[src/design/eipc_pkg.sv]
// Purpose: Shared constants and types of the extended interrupt slice.
// Assumes: Eight-bit register bus with a four-bit register page selector.
// Notes: Page and address pairs decide the priority and config hits; enable and timer control hits use the address alone.
package eipc_pkg;

   // ==========================================================
   // Widths
   localparam int ADDR_W = 8;
   localparam int DATA_W = 8;
   localparam int PAGE_W = 4;
   localparam int PIN_N = 8;
   localparam int SEL_W = 3;
   localparam int EXT_N = 2;

   // ==========================================================
   // Register addresses and pages
   localparam logic [ADDR_W-1:0] ENABLE_TWO_ADDR = 8'hE7;
   localparam logic [ADDR_W-1:0] PRIORITY_TWO_ADDR = 8'hF7;
   localparam logic [ADDR_W-1:0] EXT_CONFIG_ADDR = 8'hDE;
   localparam logic [ADDR_W-1:0] TIMER_CTRL_ADDR = 8'hD8;
   localparam logic [PAGE_W-1:0] CONFIG_PAGE = 4'hF;

   // ==========================================================
   // Reset values
   localparam logic [DATA_W-1:0] ENABLE_TWO_RESET = 8'h00;
   localparam logic [DATA_W-1:0] PRIORITY_TWO_RESET = 8'h00;
   localparam logic [DATA_W-1:0] EXT_CONFIG_RESET = 8'h01;

   // ==========================================================
   // Source bit positions in the enable and priority banks
   localparam int TWOWIRE_BIT = 7;
   localparam int CAPSENSE_SCAN_END_BIT = 6;
   localparam int CAPSENSE_COMPARE_BIT = 5;
   localparam int CAPSENSE_DONE_BIT = 4;
   localparam int MULTIPLY_ACC_BIT = 3;
   localparam int RTC_OSC_FAIL_BIT = 2;
   localparam int PORT_MATCH_BIT = 1;
   localparam int SRC_LO = 1;

   // ==========================================================
   // External configuration register fields
   localparam int EXT_A_SEL_LSB = 0;
   localparam int EXT_A_POL_BIT = 3;
   localparam int EXT_B_SEL_LSB = 4;
   localparam int EXT_B_POL_BIT = 7;

   // ==========================================================
   // Timer control register interrupt bits
   localparam int EXT_A_EDGE_BIT = 0;
   localparam int EXT_A_PEND_BIT = 1;
   localparam int EXT_B_EDGE_BIT = 2;
   localparam int EXT_B_PEND_BIT = 3;

   // ==========================================================
   // Synchroniser depth
   localparam int SYNC_STAGES = 3;

   typedef struct packed {
      logic [PAGE_W-1:0] page;
      logic [ADDR_W-1:0] addr;
      logic [DATA_W-1:0] wdata;
      logic wr;
      logic rd;
   } eipc_bus_req_t;

   typedef struct packed {
      logic [SEL_W-1:0] pin_sel;
      logic polarity;
      logic edge_mode;
   } eipc_ext_cfg_t;

endpackage

[src/design/eipc_ext_chan.sv]
// Purpose: One external interrupt channel with pin select and pending flag.
// Assumes: Pins arrive already synchronised to the system clock.
// Notes: Pending set by an edge beats a clear in the same cycle.
module eipc_ext_chan (
   // Clock and reset
   input wire logic ref_clk_i,
   input wire logic reset_i,
   // Pins and configuration
   input wire logic [eipc_pkg::PIN_N-1:0] pins_i,
   input wire eipc_pkg::eipc_ext_cfg_t cfg_i,
   // Core and software
   input wire logic vector_ack_i,
   input wire logic sw_write_i,
   input wire logic sw_value_i,
   output logic pending_o
);

   logic selected;
   logic active;
   logic active_reg;
   logic edge_hit;
   logic pending_reg;
   logic pending_next;

   // Polarity 0 means active low
   assign selected = pins_i[cfg_i.pin_sel]; // see RULE18
   assign active = cfg_i.polarity ? selected : ~selected; // see RULE10
   assign edge_hit = active & ~active_reg; // see RULE21
   assign pending_o = pending_reg;

   always_comb begin
      if (!cfg_i.edge_mode) begin
         pending_next = active; // see RULE15
      end else if (edge_hit) begin
         pending_next = 1'b1;
      end else if (vector_ack_i) begin
         pending_next = 1'b0; // see RULE14
      end else if (sw_write_i) begin
         pending_next = sw_value_i;
      end else begin
         pending_next = pending_reg;
      end
   end

   always_ff @(posedge ref_clk_i) begin
      if (reset_i) begin
         active_reg <= 1'b0;
         pending_reg <= 1'b0;
      end else begin
         active_reg <= active;
         pending_reg <= pending_next;
      end
   end

endmodule

[src/design/eipc_sync.sv]
// Purpose: Bring asynchronous pins into the system clock domain.
// Assumes: Inputs come from pins outside the clock domain.
// Notes: A bit changes only when the last two stages agree.
module eipc_sync #(
   parameter int WIDTH = 8,
   parameter int STAGES = eipc_pkg::SYNC_STAGES
) (
   // Clock and reset
   input wire logic ref_clk_i,
   input wire logic reset_i,
   // Pins
   input wire logic [WIDTH-1:0] async_i,
   output logic [WIDTH-1:0] sync_o
);

   if (STAGES < 3) begin : g_bad_stages
      $error("eipc_sync needs at least three stages");
   end

   logic [WIDTH-1:0] stage_reg [STAGES];
   logic [WIDTH-1:0] out_reg;
   logic [WIDTH-1:0] agree;

   assign agree = ~(stage_reg[STAGES-1] ^ stage_reg[STAGES-2]);
   assign sync_o = out_reg;

   always_ff @(posedge ref_clk_i) begin
      stage_reg[0] <= async_i;
   end

   for (genvar s = 1; s < STAGES; s++) begin : g_stage
      always_ff @(posedge ref_clk_i) begin
         stage_reg[s] <= stage_reg[s-1];
      end
   end

   always_ff @(posedge ref_clk_i) begin
      if (reset_i) begin
         // Pins idle high on their pull-ups: no false edge after reset
         out_reg <= '1;
      end else begin
         out_reg <= (agree & stage_reg[STAGES-1]) | (~agree & out_reg);
      end
   end

endmodule

[src/design/eipc_top.sv]
// Purpose: Second extended interrupt enable and priority banks plus
//          the two external interrupt inputs with their pending flags.
// Assumes: Peripheral pending levels come from logic on ref_clk_i;
//          port 0 pins are asynchronous and are synchronised here.
// Notes: Requests to the core are registered, split by priority level.
//
// Contract
// RULE1: enable bit 7 gates two-wire slave requests.
// RULE2: enable bit 6 gates capacitive-sense end-of-scan requests.
// RULE3: enable bit 5 gates capacitive-sense comparator requests.
// RULE4: enable bit 4 gates capacitive-sense conversion-done requests.
// RULE5: enable bit 3 gates multiply-accumulate requests.
// RULE6: enable bit 2 gates RTC oscillator-fail requests.
// RULE7: enable bit 1 gates all port-match requests.
// RULE8: software writes bit 0 of both banks with its reset value.
// RULE9: priority bank at 0xF7 page 0xF, bit per source, resets zero.
// RULE10: each external input has a polarity bit, 1 active high.
// RULE11: type bit in timer control selects edge (1) or level (0).
// RULE12: external inputs watch a port pin without touching the crossbar.
// RULE13: two timer control flags are the external pending flags.
// RULE14: edge mode sets pending on edge, clears when core vectors.
// RULE15: level mode pending follows the active input level.
// RULE16: level source holds input active until request recognised.
// RULE17: level source releases input before its service routine ends.
// RULE18: three-bit pin select picks port 0 pin 0 to 7.
// RULE19: enable bank at 0xE7 on every page, resets zero.
// RULE20: request goes out when pending and enabled, level from priority.
// RULE21: pins synchronised before edge detection, one set per edge.
//
// The implementer's own choice: strobed register access.
module eipc_top (
   // Clock and reset
   input wire logic ref_clk_i,
   input wire logic reset_i,
   // Register bus
   input wire eipc_pkg::eipc_bus_req_t bus_i,
   output logic [eipc_pkg::DATA_W-1:0] rd_data_o,
   // Peripheral pending levels, bits 7 to 1
   input wire logic [eipc_pkg::DATA_W-1:eipc_pkg::SRC_LO] src_pending_i,
   // External interrupt pins and core side
   input wire logic [eipc_pkg::PIN_N-1:0] port0_i,
   input wire logic [eipc_pkg::EXT_N-1:0] ext_enable_i,
   input wire logic [eipc_pkg::EXT_N-1:0] ext_priority_i,
   input wire logic [eipc_pkg::EXT_N-1:0] ext_vector_ack_i,
   // Requests to the core
   output logic [eipc_pkg::DATA_W-1:eipc_pkg::SRC_LO] src_req_high_o,
   output logic [eipc_pkg::DATA_W-1:eipc_pkg::SRC_LO] src_req_low_o,
   output logic [eipc_pkg::EXT_N-1:0] ext_req_high_o,
   output logic [eipc_pkg::EXT_N-1:0] ext_req_low_o,
   output logic [eipc_pkg::EXT_N-1:0] ext_pending_o
);

   localparam int DW = eipc_pkg::DATA_W;
   localparam int LO = eipc_pkg::SRC_LO;
   localparam int EN = eipc_pkg::EXT_N;

   // ==========================================================
   // Register state
   logic [DW-1:0] extended_irq_enable_two_reg;
   logic [DW-1:0] extended_irq_enable_two_next;
   logic [DW-1:0] extended_irq_priority_two_reg;
   logic [DW-1:0] extended_irq_priority_two_next;
   logic [DW-1:0] ext_irq_config_reg;
   logic [DW-1:0] ext_irq_config_next;
   logic [EN-1:0] ext_edge_mode_reg;
   logic [EN-1:0] ext_edge_mode_next;
   logic [DW-1:0] rd_data_reg;
   logic [DW-1:0] rd_data_next;

   // ==========================================================
   // Request state
   logic [DW-1:LO] src_req_high_reg;
   logic [DW-1:LO] src_req_low_reg;
   logic [EN-1:0] ext_req_high_reg;
   logic [EN-1:0] ext_req_low_reg;
   logic [EN-1:0] ext_pending_reg;

   // ==========================================================
   // Address decode
   logic on_config_page;
   logic hit_enable;
   logic hit_priority;
   logic hit_config;
   logic hit_timer;
   logic wr_enable;
   logic wr_priority;
   logic wr_config;
   logic wr_timer;

   assign on_config_page = (bus_i.page == eipc_pkg::CONFIG_PAGE);
   assign hit_enable = (bus_i.addr == eipc_pkg::ENABLE_TWO_ADDR); // see RULE19
   assign hit_priority = on_config_page &&
      (bus_i.addr == eipc_pkg::PRIORITY_TWO_ADDR); // see RULE9
   assign hit_config = on_config_page &&
      (bus_i.addr == eipc_pkg::EXT_CONFIG_ADDR);
   assign hit_timer = (bus_i.addr == eipc_pkg::TIMER_CTRL_ADDR);

   assign wr_enable = bus_i.wr && hit_enable;
   assign wr_priority = bus_i.wr && hit_priority;
   assign wr_config = bus_i.wr && hit_config;
   assign wr_timer = bus_i.wr && hit_timer;

   // ==========================================================
   // Register write paths
   // Bit 0 of both banks is stored as written; software keeps it zero
   assign extended_irq_enable_two_next =
      wr_enable ? bus_i.wdata : extended_irq_enable_two_reg; // see RULE8
   assign extended_irq_priority_two_next =
      wr_priority ? bus_i.wdata : extended_irq_priority_two_reg;
   assign ext_irq_config_next = wr_config ? bus_i.wdata : ext_irq_config_reg;
   assign ext_edge_mode_next = wr_timer ?
      {bus_i.wdata[eipc_pkg::EXT_B_EDGE_BIT],
       bus_i.wdata[eipc_pkg::EXT_A_EDGE_BIT]} : ext_edge_mode_reg; // see RULE11

   always_ff @(posedge ref_clk_i) begin
      if (reset_i) begin
         extended_irq_enable_two_reg <= eipc_pkg::ENABLE_TWO_RESET; // see RULE19
         extended_irq_priority_two_reg <= eipc_pkg::PRIORITY_TWO_RESET; // see RULE9
         ext_irq_config_reg <= eipc_pkg::EXT_CONFIG_RESET;
         ext_edge_mode_reg <= '0;
      end else begin
         extended_irq_enable_two_reg <= extended_irq_enable_two_next;
         extended_irq_priority_two_reg <= extended_irq_priority_two_next;
         ext_irq_config_reg <= ext_irq_config_next;
         ext_edge_mode_reg <= ext_edge_mode_next;
      end
   end

   // ==========================================================
   // Timer control image: edge mode and pending bits only
   logic [DW-1:0] timer_image;

   always_comb begin
      timer_image = '0;
      timer_image[eipc_pkg::EXT_A_EDGE_BIT] = ext_edge_mode_reg[0];
      timer_image[eipc_pkg::EXT_A_PEND_BIT] = ext_pending_reg[0]; // see RULE13
      timer_image[eipc_pkg::EXT_B_EDGE_BIT] = ext_edge_mode_reg[1];
      timer_image[eipc_pkg::EXT_B_PEND_BIT] = ext_pending_reg[1]; // see RULE13
   end

   // ==========================================================
   // Read path: data stands one cycle after the strobe, zero elsewhere
   logic [DW-1:0] read_mux;

   assign read_mux =
      hit_enable ? extended_irq_enable_two_reg :
      hit_priority ? extended_irq_priority_two_reg :
      hit_config ? ext_irq_config_reg :
      hit_timer ? timer_image : '0;
   assign rd_data_next = bus_i.rd ? read_mux : '0;

   always_ff @(posedge ref_clk_i) begin
      if (reset_i) begin
         rd_data_reg <= '0;
      end else begin
         rd_data_reg <= rd_data_next;
      end
   end

   // ==========================================================
   // External interrupt inputs
   logic [eipc_pkg::PIN_N-1:0] port0_sync;
   eipc_pkg::eipc_ext_cfg_t ext_cfg [EN];
   logic [EN-1:0] ext_pend_value;
   logic [EN-1:0] ext_pending;

   // Pins pass the synchroniser before any edge logic
   eipc_sync #(
      .WIDTH(eipc_pkg::PIN_N),
      .STAGES(eipc_pkg::SYNC_STAGES)
   ) u_pin_sync (
      .ref_clk_i(ref_clk_i),
      .reset_i(reset_i),
      .async_i(port0_i),
      .sync_o(port0_sync)
   ); // see RULE21

   // Pins are only observed, so crossbar routing is unaffected
   assign ext_cfg[0].pin_sel =
      ext_irq_config_reg[eipc_pkg::EXT_A_SEL_LSB +: eipc_pkg::SEL_W]; // see RULE18
   assign ext_cfg[0].polarity = ext_irq_config_reg[eipc_pkg::EXT_A_POL_BIT]; // see RULE10
   assign ext_cfg[0].edge_mode = ext_edge_mode_reg[0];
   assign ext_cfg[1].pin_sel =
      ext_irq_config_reg[eipc_pkg::EXT_B_SEL_LSB +: eipc_pkg::SEL_W]; // see RULE18
   assign ext_cfg[1].polarity = ext_irq_config_reg[eipc_pkg::EXT_B_POL_BIT]; // see RULE10
   assign ext_cfg[1].edge_mode = ext_edge_mode_reg[1];
   assign ext_pend_value = {bus_i.wdata[eipc_pkg::EXT_B_PEND_BIT],
                            bus_i.wdata[eipc_pkg::EXT_A_PEND_BIT]};

   for (genvar e = 0; e < EN; e++) begin : g_ext
      // Edge sets, vector clears, level follows input
      eipc_ext_chan u_chan (
         .ref_clk_i(ref_clk_i),
         .reset_i(reset_i),
         .pins_i(port0_sync),
         .cfg_i(ext_cfg[e]),
         .vector_ack_i(ext_vector_ack_i[e]),
         .sw_write_i(wr_timer),
         .sw_value_i(ext_pend_value[e]),
         .pending_o(ext_pending[e])
      ); // see RULE12, see RULE14, see RULE15
   end

   // ==========================================================
   // Request qualification and priority split
   logic [DW-1:LO] src_active;
   logic [DW-1:LO] src_prio;
   logic [EN-1:0] ext_active;

   // Bits 7..1 mask two-wire, scan end, compare, done, MAC, RTC, match
   assign src_active = src_pending_i & // see RULE1, see RULE2, see RULE3, see RULE4
      extended_irq_enable_two_reg[DW-1:LO]; // see RULE5, see RULE6, see RULE7
   assign src_prio = extended_irq_priority_two_reg[DW-1:LO]; // see RULE9
   assign ext_active = ext_pending & ext_enable_i;

   always_ff @(posedge ref_clk_i) begin
      if (reset_i) begin
         src_req_high_reg <= '0;
         src_req_low_reg <= '0;
         ext_req_high_reg <= '0;
         ext_req_low_reg <= '0;
         ext_pending_reg <= '0;
      end else begin
         src_req_high_reg <= src_active & src_prio; // see RULE20
         src_req_low_reg <= src_active & ~src_prio; // see RULE20
         ext_req_high_reg <= ext_active & ext_priority_i; // see RULE20
         ext_req_low_reg <= ext_active & ~ext_priority_i; // see RULE20
         ext_pending_reg <= ext_pending;
      end
   end

   // ==========================================================
   // Outputs
   assign rd_data_o = rd_data_reg;
   assign src_req_high_o = src_req_high_reg;
   assign src_req_low_o = src_req_low_reg;
   assign ext_req_high_o = ext_req_high_reg;
   assign ext_req_low_o = ext_req_low_reg;
   assign ext_pending_o = ext_pending_reg;

endmodule

[config.mk]
export PLATFORM = sky130hd
export DESIGN_NAME = eipc_top
export DESIGN_NICKNAME = d
export VERILOG_FILES = /design/src/design/eipc_pkg.sv /design/src/design/eipc_ext_chan.sv /design/src/design/eipc_sync.sv /design/src/design/eipc_top.sv
export SDC_FILE = /design/constraint.sdc
export NUM_CORES = 1
export LEC_CHECK = 0
export ABC_AREA = 1
export BUFFER_PORTS_ARGS = -buffer_cell sky130_fd_sc_hd__buf_2
export CORE_MARGIN = 4
export CORE_UTILIZATION = 48
export CTS_CLUSTER_DIAMETER = 50
export CTS_CLUSTER_SIZE = 14
export DETAILED_ROUTE_END_ITERATION = 16
export PLACE_DENSITY = 0.74
export REMOVE_ABC_BUFFERS = 1
export SLEW_MARGIN = 20
export SYNTH_ARGS = -nofsm -noshare
export SYNTH_HDL_FRONTEND = slang
export SYNTH_SLANG_ARGS = --single-unit
[constraint.sdc]
create_clock -name ref_clk_i -period 1.27 [get_ports ref_clk_i]
set_input_delay 0.0635 -clock ref_clk_i [delete_from_list [all_inputs] [get_ports ref_clk_i]]
set_output_delay 0.0635 -clock ref_clk_i [all_outputs]
set_load 0.1 [all_outputs]
==> run_results.csv <==
group,metric,value,unit
run_status,outcome,"finished, violations left",
run_status,violations,"negative setup slack",
yosys,postSynthCellCount,376,
clock_tree,clk_path_buf_depth,2,
global_routing,grt_overflow,0,
worst_setup_path,path_delay_family,"simple AND/OR/NAND/NOR gates",
clock_tree,cts_tree,"yes",
drt,drtPass1Iterations,4,
worst_setup_path,start_kind,"flop",
worst_setup_path,crit_required,1.56,ns
yosys,synth_top_area_share,57.1,%
floorplanning,die_x,89.1,um
sta,finalHoldViolCount,0,
global_routing,grt_max_degree,38,
drt,wl_per_cell,12.7,um
global_routing,grt.total_usage,18.9,%
sta,finalWorstSetupSlack,-0.00296,ns
worst_hold_path,worstHoldStart,"bus_i[8]",
worst_setup_path,r2r-end,"g_ext[1].u_chan.pending_o$_SDFFE_PP0P_",
floorplanning,die-area,7930,um^2
global_routing,grt_pass1_vias,2599,
worst_hold_path,min_to,"ext_irq_config_reg[6]$_SDFFE_PP0P_",
yosys,syn_area,3150,um^2
placement,port_buffers,72,
clock_tree,clock_latency,0.35,ns
yosys,avgSynthCellArea,8.39,um^2
run,maxCapViolations,0,
sta,finalSetupViolCount,1,
layout,area_delta_synth_final,33.6,%
yosys,ys_seq_area_share,57.1,%
sta,rsz0062_at_grt,"true",
layout,final_cell_mix,"nand2_1 (82), dfxtp_1 (78), buf_2 (72)",
placement,hpwl,4890,um
global_routing,antenna_found_initial,0,
clock_tree,cts-buffers-inserted,9,
drt,via_per_inst,5.01,
sta,period_minus_slack,1.27,ns
pwr,ir_worst_vdd,0.774,mV
worst_setup_path,r2r_cells,10,
yosys,yosysUniqueCellTypes,28,
drt,vias,2840,
clock_tree,clockRootBuffer,"clkbuf_8",
sta,final_max_slew_viol_count,0,
floorplanning,coreArea,6350,um^2
layout,finalNetCount,530,
yosys,yosys.area.top_type,"dfxtp_1",
placement,gp_congestion,0.888,
sta,whs,0.0144,ns
floorplanning,pin_count,73,
sta,fmax,0.786,GHz
yosys,synthTopCellsByArea,"dfxtp_1 (57%), nand2_1 (11%), a21oi_1 (5.7%)",
layout,drive_above_1_share,30.8,%
sta,max_slew_margin,67.6,%
sta,fin_crit_sh,100,%
clock_tree,clk_pin_slew_worst_paths,0.09,ns
floorplanning,rows,29,
worst_setup_path,path_class,"flop to flop",
floorplanning,start_util,49.7,%
floorplanning,fp.dieH,89.1,um
layout,layout_commonest_cell,"nand2_1",
worst_setup_path,critPathSlowestCell,"dfxtp_2",
layout,diodes,0,
worst_setup_path,slowest_delay,0.34,ns
worst_hold_path,min_path_cells,3,
clock_tree,cts_htree_levels,3,
yosys,synth_seq_cells,90,
layout,fin_area,4210,um^2
worst_setup_path,cp.arrival,1.56,ns
worst_setup_path,critPathBufInv,1,
layout,final_core_util,66.3,%
worst_setup_path,path_cells,"buf_4 -> nand2_1 -> nand3_1 -> nand3_2 -> nand2_2 -> nand2_2 -> nand3_2 -> nand2_2 -> nand2_2 -> a21oi_2",
sta,finalClockSkew,0.00809,ns
worst_setup_path,r2r_slack,-0.003,ns
worst_setup_path,path_max_fanout,3,
worst_setup_path,crit_top_cell,"nand2_2",
sta,worst_pin_slew,0.489,ns
yosys,yosysWarnings,0,
worst_setup_path,rr_startpoint,"ext_irq_config_reg[4]$_SDFFE_PP0P_",
global_routing,grt_first_pass_wirelength,11600,um
drt,routed_wl,7210,um
clock_tree,cts.sinks,90,
pwr,p_leak,1.88,nW
drt,drc,0,
pwr,p_per_area,1250,nW/um^2
placement,dpl_cell_area,3650,um^2
drt,drt_iter0_drc,221,
layout,largest_reg_flops,24,
drt,ant_nets,0,
worst_hold_path,hp-class,"input port to flop",
worst_setup_path,endpoint_kind,"flop",
-- cell type report --
type | count | area [um^2]
sequential | 90 | 1820
tap | 77 | 96.3
clock buffer | 11 | 151
fill | 514 | 2140
inverter | 50 | 190
multi-input combinational | 226 | 1200
timing repair buffer | 108 | 698
clock inverter | 5 | 61.3
-- worst register-to-register path, stage by stage, from the launching register on --
cell and delay [ns]:
dfxtp_2 0.34, buf_4 0.14, nand2_1 0.06, nand3_1 0.08, nand3_2 0.10, nand2_2 0.06
nand2_2 0.10, nand3_2 0.09, nand2_2 0.09, nand2_2 0.06, a21oi_2 0.10
-- power by group --
part | total (mW) | switching (mW) | internal (mW)
Clock | 2.02 | 0.994 | 1.03
Sequential | 2.91 | 0.0286 | 2.88
Combinational | 0.338 | 0.183 | 0.154
-- per-stage QoR --
| step | setup WS, ns | TNS (ns) | power [mW] | instances |
|---|---|---|---|---|
| after floorplan | -0.0464 | -0.0928 | 3.09 | 366 |
| after global placement | 0.0364 | 0 | 3.23 | 527 |
| after detailed placement | -0.0369 | -0.0419 | 3.24 | 527 |
| after CTS | 0.0185 | 0 | 5.29 | 565 |
| after global routing | -0.0763 | -0.118 | 5.46 | 567 |
| final | -0.00296 | -0.00296 | 5.27 | 567 |
-- routing by layer --
layer,GRT usage [%],vias to the layer above,wire (um)
met2,31.8,90,3460
met3,3.78,20,459
met1,23.0,1290,3090
li1,-,1440,-
met4,9.61,0,199
met5,0,-,0
-- logic make-up after synthesis --
group	after synthesis	share of synthesized area, %
buf+inv	60	7.97
compound gates	72	12.3
simple gates	154	22.6
flops	90	57.1
-- worst max path at each step --
stage | to | startpoint | cells past startpoint
finish | g_ext[1].u_chan.pending_o$_SDFFE_PP0P_ | ext_irq_config_reg[4]$_SDFFE_PP0P_ | 10
global route | g_ext[1].u_chan.pending_o$_SDFFE_PP0P_ | ext_irq_config_reg[4]$_SDFFE_PP0P_ | 10
CTS | g_ext[0].u_chan.pending_o$_SDFFE_PP0P_ | flop | 10
detailed placement | g_ext[0].u_chan.pending_o$_SDFFE_PP0P_ | ext_irq_config_reg[0]$_SDFFE_PP1P_ | 9
global placement | ext_irq_config_reg[1]$_SDFFE_PP0P_ | bus_i[15] | 7
floorplan | rd_data_o[1]$_SDFF_PP0_ | ext_pending_o[0]$_SDFF_PP0_ | 2
-- synth_stat cells --
master and count:
a21oi_1 36, a41oi_1 4, buf_1 2, buf_2 1, buf_6 3, clkbuf_1 4
dfxtp_1 90, inv_1 47, inv_2 2, inv_4 1, nand2_1 89, nand2_2 1
nand2_4 1, nand3_1 25, nand3b_1 2, nand4_1 2, nand4_2 1, nand4_4 1
nor2_1 9, nor2_2 1, nor3_1 19, nor3_2 1, nor3b_1 1, nor4_4 1
o211ai_1 4, o21ai_0 25, o21ai_1 2, o21ai_2 1
-- what timing repair did --
item                                    4_1_cts  5_1_grt
buffers inserted                              0        2
endpoints found under the setup margin        1        2
hold buffers                                 22        0
hold endpoints to repair                     28        0
gates resized for setup                       3       36
pin swaps                                     0        5
No activity file was read; power rests on OpenSTA's default activity.
